## src/design/pbr_pkg.sv

```systemverilog
// Shared constants and types for the bridge parity-error reporter
package pbr_pkg;

	// Register bus widths
	localparam int PBR_ADDR_W = 8;
	localparam int PBR_DATA_W = 32;

	// Register byte offsets
	localparam logic [7:0] PBR_OFF_CTRL = 8'h00;
	localparam logic [7:0] PBR_OFF_STATUS = 8'h04;
	localparam logic [7:0] PBR_OFF_MASK = 8'h08;
	localparam logic [7:0] PBR_OFF_LIVE = 8'h0c;

	// Control register field positions
	localparam int PBR_CTRL_PRI_RESP = 0;
	localparam int PBR_CTRL_SERR_EN = 1;
	localparam int PBR_CTRL_SEC_RESP = 2;
	localparam int PBR_CTRL_W = 3;

	// Status and mask field positions
	localparam int PBR_ST_SEC_MDP = 0;
	localparam int PBR_ST_SIG_SERR = 1;
	localparam int PBR_ST_PRI_PERR = 2;
	localparam int PBR_ST_SEC_PERR = 3;
	localparam int PBR_ST_W = 4;

	// Values after reset
	localparam logic [2:0] PBR_CTRL_RESET = 3'h0;
	localparam logic [3:0] PBR_STATUS_RESET = 4'h0;
	localparam logic [3:0] PBR_MASK_RESET = 4'h0;

	// Parity-error pin drive: cycles asserted, then cycles driven high
	localparam logic [1:0] PBR_PERR_ASSERT_CYC = 2'h1;
	localparam logic [1:0] PBR_PERR_RELEASE_CYC = 2'h1;
	// Cycles the system-error pin is pulled low
	localparam logic [1:0] PBR_SERR_ASSERT_CYC = 2'h1;

	// Transaction kinds
	typedef enum logic [1:0] {
		PBR_KIND_READ = 2'h0,
		PBR_KIND_POSTED = 2'h1,
		PBR_KIND_DELAYED = 2'h2
	} pbr_kind_t;

	// Transfer direction
	typedef enum logic {
		PBR_DIR_DOWN = 1'b0,
		PBR_DIR_UP = 1'b1
	} pbr_dir_t;

	// Bus on which the error was seen
	typedef enum logic {
		PBR_BUS_PRI = 1'b0,
		PBR_BUS_SEC = 1'b1
	} pbr_bus_t;

	// One parity-error event from the bridge data path
	typedef struct packed {
		logic valid;
		pbr_kind_t kind;
		pbr_dir_t dir;
		pbr_bus_t bus;
		logic self_det;
		logic completion;
	} pbr_event_t;

	// Open-drain or tristate pin drive
	typedef struct packed {
		logic out;
		logic oe;
	} pbr_pin_t;

endpackage

```

## src/design/pbr_parity_reporter.sv

```systemverilog
// How it works
// Sec master parity bit needs master, response
// Sec master bit only downstream, secondary bus
// Primary PERR only as write target/read initiator
// Primary PERR needs primary parity response
// Primary PERR: up read, down writes
// Sec PERR on down delayed completion forwards
// Secondary PERR needs role and sec response
// Secondary PERR: down read, up writes
// Pri PERR on up delayed completion forwards
// SERR on target-bus PERR in posted write
// No SERR when bridge itself was target
// SERR needs both response bits, posted only
// SERR never without system-error enable
// SERR also sets signaled system error bit
// Status bits sticky, write one clears
`timescale 1ns/1ps
`default_nettype none

module pbr_parity_reporter
	import pbr_pkg::*;
(
	// Clock, reset, enable
	input wire logic ref_clk,
	input wire logic reset_n,
	input wire logic clk_en,
	// Register port
	input wire logic [PBR_ADDR_W-1:0] reg_addr,
	input wire logic [PBR_DATA_W-1:0] reg_wdata,
	input wire logic reg_wr,
	input wire logic reg_rd,
	output logic [PBR_DATA_W-1:0] reg_rdata,
	// Parity-error event from the data path
	input wire pbr_event_t err_event,
	// Primary parity-error pin
	input wire logic pri_parity_err_n_in,
	output logic pri_parity_err_n_out,
	output logic pri_parity_err_n_oe,
	// Secondary parity-error pin
	input wire logic sec_parity_err_n_in,
	output logic sec_parity_err_n_out,
	output logic sec_parity_err_n_oe,
	// Primary system-error pin, open drain
	output logic pri_system_err_n_out,
	output logic pri_system_err_n_oe,
	// Interrupt
	output logic irq
);

	// Pin synchronisers, first and second stage
	logic pri_perr_meta_n;
	logic pri_perr_sync_n;
	logic sec_perr_meta_n;
	logic sec_perr_sync_n;

	// Software registers
	logic [PBR_CTRL_W-1:0] ctrl;
	logic [PBR_ST_W-1:0] status;
	logic [PBR_ST_W-1:0] mask;

	// Decoded control bits
	logic pri_resp;
	logic sec_resp;
	logic serr_en;

	// Per-event decisions
	logic set_sec_mdp;
	logic fire_pri_perr;
	logic fire_sec_perr;
	logic fire_serr;
	logic [PBR_ST_W-1:0] status_set;

	// Bus strobes decoded
	logic wr_status;
	logic [PBR_ST_W-1:0] status_clr;

	// Pin drive state
	logic [1:0] perr_fire;
	pbr_pin_t perr_pin [2];
	logic [1:0] serr_cnt;

	// Control fields
	assign pri_resp = ctrl[PBR_CTRL_PRI_RESP];
	assign sec_resp = ctrl[PBR_CTRL_SEC_RESP];
	assign serr_en = ctrl[PBR_CTRL_SERR_EN];

	// Primary pin synchroniser
	always_ff @(posedge ref_clk or negedge reset_n) begin
		if (!reset_n) begin
			pri_perr_meta_n <= 1'b1;
			pri_perr_sync_n <= 1'b1;
		end else if (clk_en) begin
			pri_perr_meta_n <= pri_parity_err_n_in;
			pri_perr_sync_n <= pri_perr_meta_n;
		end
	end

	// Secondary pin synchroniser
	always_ff @(posedge ref_clk or negedge reset_n) begin
		if (!reset_n) begin
			sec_perr_meta_n <= 1'b1;
			sec_perr_sync_n <= 1'b1;
		end else if (clk_en) begin
			sec_perr_meta_n <= sec_parity_err_n_in;
			sec_perr_sync_n <= sec_perr_meta_n;
		end
	end

	// Secondary master data parity decision
	always_comb begin
		set_sec_mdp = 1'b0;
		// downstream secondary only
		if (err_event.valid && err_event.dir == PBR_DIR_DOWN &&
			err_event.bus == PBR_BUS_SEC) begin
			// master, response, error seen
			set_sec_mdp = sec_resp && (err_event.self_det || !sec_perr_sync_n);
		end
	end

	// Primary parity-error pin decision
	always_comb begin
		fire_pri_perr = 1'b0;
		if (err_event.valid) begin
			case (err_event.kind)
				PBR_KIND_READ: begin
					// upstream read on primary
					fire_pri_perr = err_event.dir == PBR_DIR_UP &&
						err_event.bus == PBR_BUS_PRI && err_event.self_det;
				end
				PBR_KIND_POSTED: begin
					// bridge is write target
					fire_pri_perr = err_event.dir == PBR_DIR_DOWN &&
						err_event.bus == PBR_BUS_PRI && err_event.self_det;
				end
				PBR_KIND_DELAYED: begin
					if (err_event.dir == PBR_DIR_DOWN) begin
						if (err_event.bus == PBR_BUS_PRI) begin
							// downstream delayed write
							fire_pri_perr = err_event.self_det;
						end else begin
							// forwarded from secondary pin
							fire_pri_perr = err_event.completion && !sec_perr_sync_n &&
								sec_resp;
						end
					end
				end
				default: begin
					fire_pri_perr = 1'b0;
				end
			endcase
		end
		// primary parity response gate
		fire_pri_perr = fire_pri_perr && pri_resp;
	end

	// Secondary parity-error pin decision
	always_comb begin
		fire_sec_perr = 1'b0;
		if (err_event.valid) begin
			case (err_event.kind)
				PBR_KIND_READ: begin
					// downstream read on secondary
					fire_sec_perr = err_event.dir == PBR_DIR_DOWN &&
						err_event.bus == PBR_BUS_SEC && err_event.self_det;
				end
				PBR_KIND_POSTED: begin
					// upstream posted write target
					fire_sec_perr = err_event.dir == PBR_DIR_UP &&
						err_event.bus == PBR_BUS_SEC && err_event.self_det;
				end
				PBR_KIND_DELAYED: begin
					if (err_event.dir == PBR_DIR_UP) begin
						if (err_event.bus == PBR_BUS_SEC) begin
							// upstream delayed write
							fire_sec_perr = err_event.self_det;
						end else begin
							// forwarded from primary pin
							fire_sec_perr = err_event.completion && !pri_perr_sync_n &&
								pri_resp;
						end
					end
				end
				default: begin
					fire_sec_perr = 1'b0;
				end
			endcase
		end
		// secondary response gate
		fire_sec_perr = fire_sec_perr && sec_resp;
	end

	// System-error decision for posted writes
	always_comb begin
		fire_serr = 1'b0;
		// posted writes only
		if (err_event.valid && err_event.kind == PBR_KIND_POSTED) begin
			// target-bus pin seen asserted
			if (err_event.dir == PBR_DIR_UP && err_event.bus == PBR_BUS_PRI) begin
				fire_serr = !pri_perr_sync_n;
			end else if (err_event.dir == PBR_DIR_DOWN && err_event.bus == PBR_BUS_SEC) begin
				fire_serr = !sec_perr_sync_n;
			end
			// not when bridge was target
			if (err_event.self_det) begin
				fire_serr = 1'b0;
			end
		end
		// both responses; R13 enable
		fire_serr = fire_serr && pri_resp && sec_resp && serr_en;
	end

	// Status set vector
	always_comb begin
		status_set = '0;
		status_set[PBR_ST_SEC_MDP] = set_sec_mdp;
		// signaled system error
		status_set[PBR_ST_SIG_SERR] = fire_serr;
		status_set[PBR_ST_PRI_PERR] = fire_pri_perr;
		status_set[PBR_ST_SEC_PERR] = fire_sec_perr;
	end

	// Write-one-to-clear decode
	assign wr_status = reg_wr && reg_addr == PBR_OFF_STATUS;
	assign status_clr = wr_status ? reg_wdata[PBR_ST_W-1:0] : '0;

	// Control register
	always_ff @(posedge ref_clk or negedge reset_n) begin
		if (!reset_n) begin
			ctrl <= PBR_CTRL_RESET;
		end else if (clk_en && reg_wr && reg_addr == PBR_OFF_CTRL) begin
			ctrl <= reg_wdata[PBR_CTRL_W-1:0];
		end
	end

	// Mask register
	always_ff @(posedge ref_clk or negedge reset_n) begin
		if (!reset_n) begin
			mask <= PBR_MASK_RESET;
		end else if (clk_en && reg_wr && reg_addr == PBR_OFF_MASK) begin
			mask <= reg_wdata[PBR_ST_W-1:0];
		end
	end

	// Sticky status, set beats clear
	always_ff @(posedge ref_clk or negedge reset_n) begin
		if (!reset_n) begin
			// cleared by reset
			status <= PBR_STATUS_RESET;
		end else if (clk_en) begin
			// write one clears
			status <= (status & ~status_clr) | status_set;
		end
	end

	// Read data, valid only the cycle after the strobe
	always_ff @(posedge ref_clk or negedge reset_n) begin
		if (!reset_n) begin
			reg_rdata <= '0;
		end else if (clk_en) begin
			if (reg_rd) begin
				case (reg_addr)
					PBR_OFF_CTRL: begin
						reg_rdata <= {{(PBR_DATA_W-PBR_CTRL_W){1'b0}}, ctrl};
					end
					PBR_OFF_STATUS: begin
						reg_rdata <= {{(PBR_DATA_W-PBR_ST_W){1'b0}}, status};
					end
					PBR_OFF_MASK: begin
						reg_rdata <= {{(PBR_DATA_W-PBR_ST_W){1'b0}}, mask};
					end
					PBR_OFF_LIVE: begin
						// Synchronised pin levels
						reg_rdata <= {{(PBR_DATA_W-2){1'b0}}, sec_perr_sync_n, pri_perr_sync_n};
					end
					default: begin
						// Unmapped reads as zero
						reg_rdata <= '0;
					end
				endcase
			end else begin
				reg_rdata <= '0;
			end
		end
	end

	// Interrupt level
	always_ff @(posedge ref_clk or negedge reset_n) begin
		if (!reset_n) begin
			irq <= 1'b0;
		end else if (clk_en) begin
			irq <= |(((status & ~status_clr) | status_set) & mask);
		end
	end

	// Triggers for the two parity-error pins
	assign perr_fire = {fire_sec_perr, fire_pri_perr};

	// Parity-error pin drivers: low, then high, then released
	for (genvar i = 0; i < 2; i++) begin : g_perr
		logic [1:0] phase_cnt;
		logic driving_low;

		// Sequence counter and pin drive
		always_ff @(posedge ref_clk or negedge reset_n) begin
			if (!reset_n) begin
				phase_cnt <= 2'h0;
				driving_low <= 1'b0;
				perr_pin[i] <= '{out: 1'b1, oe: 1'b0};
			end else if (clk_en) begin
				if (perr_fire[i]) begin
					// New error restarts the assert phase
					phase_cnt <= PBR_PERR_ASSERT_CYC - 2'h1;
					driving_low <= 1'b1;
					perr_pin[i] <= '{out: 1'b0, oe: 1'b1};
				end else if (phase_cnt != 2'h0) begin
					phase_cnt <= phase_cnt - 2'h1;
				end else if (driving_low) begin
					// Drive high before release
					driving_low <= 1'b0;
					phase_cnt <= PBR_PERR_RELEASE_CYC - 2'h1;
					perr_pin[i] <= '{out: 1'b1, oe: 1'b1};
				end else begin
					perr_pin[i] <= '{out: 1'b1, oe: 1'b0};
				end
			end
		end
	end

	// Pin outputs straight from the driver flops
	assign pri_parity_err_n_out = perr_pin[0].out;
	assign pri_parity_err_n_oe = perr_pin[0].oe;
	assign sec_parity_err_n_out = perr_pin[1].out;
	assign sec_parity_err_n_oe = perr_pin[1].oe;

	// System-error pin, open drain, pulled low for a fixed time
	always_ff @(posedge ref_clk or negedge reset_n) begin
		if (!reset_n) begin
			serr_cnt <= 2'h0;
			pri_system_err_n_oe <= 1'b0;
		end else if (clk_en) begin
			if (fire_serr) begin
				// assert system error
				serr_cnt <= PBR_SERR_ASSERT_CYC - 2'h1;
				pri_system_err_n_oe <= 1'b1;
			end else if (serr_cnt != 2'h0) begin
				serr_cnt <= serr_cnt - 2'h1;
			end else begin
				pri_system_err_n_oe <= 1'b0;
			end
		end
	end

	// Open drain only ever pulls low
	always_ff @(posedge ref_clk or negedge reset_n) begin
		if (!reset_n) begin
			pri_system_err_n_out <= 1'b0;
		end else begin
			pri_system_err_n_out <= 1'b0;
		end
	end

endmodule

`default_nettype wire

```

## config.mk

```make
export PLATFORM = sky130hd
export DESIGN_NAME = pbr_parity_reporter
export DESIGN_NICKNAME = d
export VERILOG_FILES = /design/src/design/pbr_pkg.sv /design/src/design/pbr_parity_reporter.sv
export SDC_FILE = /design/constraint.sdc
export NUM_CORES = 1
export LEC_CHECK = 0
export BUFFER_PORTS_ARGS = -buffer_cell sky130_fd_sc_hd__buf_2
export CORE_MARGIN = 8
export CORE_UTILIZATION = 42
export CTS_CLUSTER_DIAMETER = 40
export DETAILED_ROUTE_END_ITERATION = 12
export PLACE_DENSITY = 0.85
export SLEW_MARGIN = 25
export SYNTH_ARGS = -nofsm -noshare
export SYNTH_HDL_FRONTEND = slang
export SYNTH_SLANG_ARGS = --single-unit
```

## constraint.sdc

```tcl
create_clock -name ref_clk -period 1.5 [get_ports ref_clk]
set_clock_uncertainty 0.05 [all_clocks]
set_input_delay 0.15 -clock ref_clk [delete_from_list [all_inputs] [get_ports ref_clk]]
set_output_delay 0.15 -clock ref_clk [all_outputs]
set_load 0.005 [all_outputs]
```

==> impl_metrics.json <==
{
  "cts_inserted_buffers": 5,
  "num_rows": 25,
  "finalNetCount": 305,
  "synthCells": 199,
  "drt_iter0_drc": 111,
  "overflow": 0,
  "via_per_inst": 5.15,
  "min_period_ps": 1510,
  "ys_async_sr_fraction_pct": 100,
  "ys_types": 48,
  "die_h_um": 84.3,
  "synth_edf_count": 0,
  "clk_pin_slew_ps": 70,
  "drive_above_1_share_pct": 37.8,
  "wirelength_mm": 4.85,
  "antenna_cells": 0,
  "cts_buffer_depth": 2,
  "syn_area_um2": 1960,
  "yosysWarnings": 0,
  "worstPathRequired_ps": 1620,
  "ir_drop_uv": 340,
  "fillCellCount": 416,
  "fmaxAchievable_mhz": 664,
  "synth_seq_cells": 33,
  "synthTopCellsByArea": "dfrtp_1 35%, buf_4 12%, dfstp_2 8.1%, mux2_2 6.9%, nand2_1 5.0%",
  "violations": "setup timing",
  "grt_pass1_wl_mm": 8.01,
  "clkLatencyLatePin_ps": 290,
  "drcViolationCount": 0,
  "fin_crit_sh_pct": 100,
  "cts_sinks": 33,
  "cp_max_fo": 3,
  "coreArea_um2": 4600,
  "synth_top_area_share_pct": 34.5,
  "first_global_vias": 1671,
  "start_kind": "input pin",
  "hp-start": "sec_parity_err_n_in",
  "io_buffers": 35,
  "initial_core_util_pct": 42.6,
  "setup_violations": 2,
  "die_w_um": 84.3,
  "cellPowerDensity_nw_per_um2": 867,
  "dr.pass1.iters": 4,
  "synth.yosys.seq_area_share_pct": 42.6,
  "grt_setup_unrepaired": "yes",
  "area_delta_synth_final_pct": 19.8,
  "cts_tree": "built",
  "drv_slew": 0,
  "cts_root_buf": "clkbuf_8",
  "post_drt_wl_per_cell_um": 15.9,
  "critPathKind": "input pin to flip-flop",
  "crit_path_end_kind": "flip-flop",
  "hold_path.class": "input pin to flip-flop",
  "place_congestion": 0.852,
  "grt_max_degree": 36,
  "track_usage_pct": 14.0,
  "r2r_start": "pri_perr_sync_n",
  "power.leakage_nw": 1.15,
  "multi_input_comb_area_um2": 1010,
  "antenna_found_initial": 0,
  "place_ws_ps": -413,
  "crit_arrival_ps": 1630,
  "dp_hpwl_mm": 3.62,
  "dominantRegCellSynth": "dfrtp_1",
  "place_area_um2": 2160,
  "status": "finished with violations",
  "h-tree-depth": 2,
  "fin_ws_ps": -6.59,
  "drv_cap": 0,
  "crit_path_start": "reg_addr[4]",
  "ios": 93,
  "regArea_um2": 833,
  "ant_nets": 0,
  "dieArea_um2": 7100,
  "fin_area_um2": 2340,
  "synth_area_leader_cell": "dfrtp_1",
  "finalHoldViolations": 0,
  "postSynthAreaPerCell_um2": 9.83,
  "vias": 1571
}
## worst paths after layout
| kind | slack [ps] | endpoint | cells past startpoint |
|---|---|---|---|
| max | -7 | irq | 6 |
| min | 50 | sec_perr_meta_n | 2 |
| max reg2reg | 0 | irq | 5 |
| min reg2reg | 430 | serr_cnt[0] | 1 |
| max in group asynchronous | 680 | sec_perr_meta_n | 3 |
| min in group asynchronous | 380 | mask[2] | 3 |
## where the power goes
part	switching (W)	internal, W	leakage, nW	total, W
Clock	0.000331	0.000321	0.0450	0.000653
Combinational	0.000206	0.000172	0.674	0.000378
Sequential	0.0000432	0.000958	0.431	0.00100
Total	0.000580	0.00145	1.15	0.00203
## critical path, stage by stage
cell      delay, ps
buf_6            90
or4_4           580
o41ai_2         310
o21ai_1         130
a221oi_2        260
a31oi_1         110
## logic make-up after synthesis
| kind of cell | Yosys count | share of synthesized area [%] |
|---|---|---|
| compound gates | 38 | 13.9 |
| xor+xnor | 1 | 0.448 |
| fa+ha+maj | 1 | 0.639 |
| buf+inv | 47 | 15.2 |
| flops | 33 | 42.6 |
| mux | 16 | 10.2 |
| other cells | 1 | 0.192 |
| simple gates | 62 | 16.8 |
## repair_timing
action                                  4_1_cts  5_1_grt
gates resized for setup                       9       13
pin swaps                                     7        8
hold endpoints to repair                     27        0
setup buffers                                 3        0
endpoints found under the setup margin       13       10
cloned                                        0        0
hold buffers                                  1        0
## layer usage
metal / vias up / global-route usage (%) / wire (um)
met1: 753 / 13.2 / 1790
li1: 742 / - / -
met3: 10 / 7.74 / 550
met2: 66 / 23.7 / 2390
met4: 0 / 6.91 / 115
met5: - / 0 / 0
## stage by stage
stage | setup TNS, ps | std cells | util [%] | hold WS, ps | power, W
floorplan | -804 | 227 | - | -196 | 0.00125
global placement | -2670 | 294 | 47.1 | 143 | 0.00131
detailed placement | -3620 | 294 | 47.1 | 147 | 0.00133
CTS | -23.3 | 305 | 50.1 | 42.2 | 0.00200
global route | -401 | 305 | 51.0 | 48.2 | 0.00213
finish | -7.70 | 305 | 51.0 | 46.6 | 0.00203
## synth_stat cells (all sizes together) (2+ instances only)
master,n
a21oi,9
nand2,26
nor4,2
nor2,8
nor2b,3
o22a,2
buf,32
mux2i,2
nand3,7
mux4,2
nor3b,2
o21ai,10
o41ai,2
and2,2
clkbuf,3
dfrtp,27
o22ai,4
inv,12
mux2,12
dfstp,6
## registers in the layout, summed over array words and instances, names as in the netlist, 2 cells and up
register,flops
ctrl,3
g_perr.driving_low,2
g_perr.phase_cnt,4
mask,4
reg_rdata,4
serr_cnt,2
status,4
## layout by cell type, fill, tap and decap left out, types with 7 or more instances in the layout
| cell | n |
|---|---|
| buf_2 | 34 |
| conb_1 | 29 |
| dfrtp_1 | 27 |
| nand2_1 | 26 |
| buf_4 | 15 |
| inv_1 | 12 |
| mux2_2 | 9 |
| nor2_1 | 7 |
| nand3_1 | 7 |
| a21oi_1 | 7 |
## cell type report
class	count	area share, %
tap	54	2.88
inverter	12	1.92
clock buffer	6	3.10
multi-input combinational	147	43.1
sequential	33	35.6
clock inverter	2	0.427
timing repair buffer	51	13.0
Power figures use the tool's default switching activity.
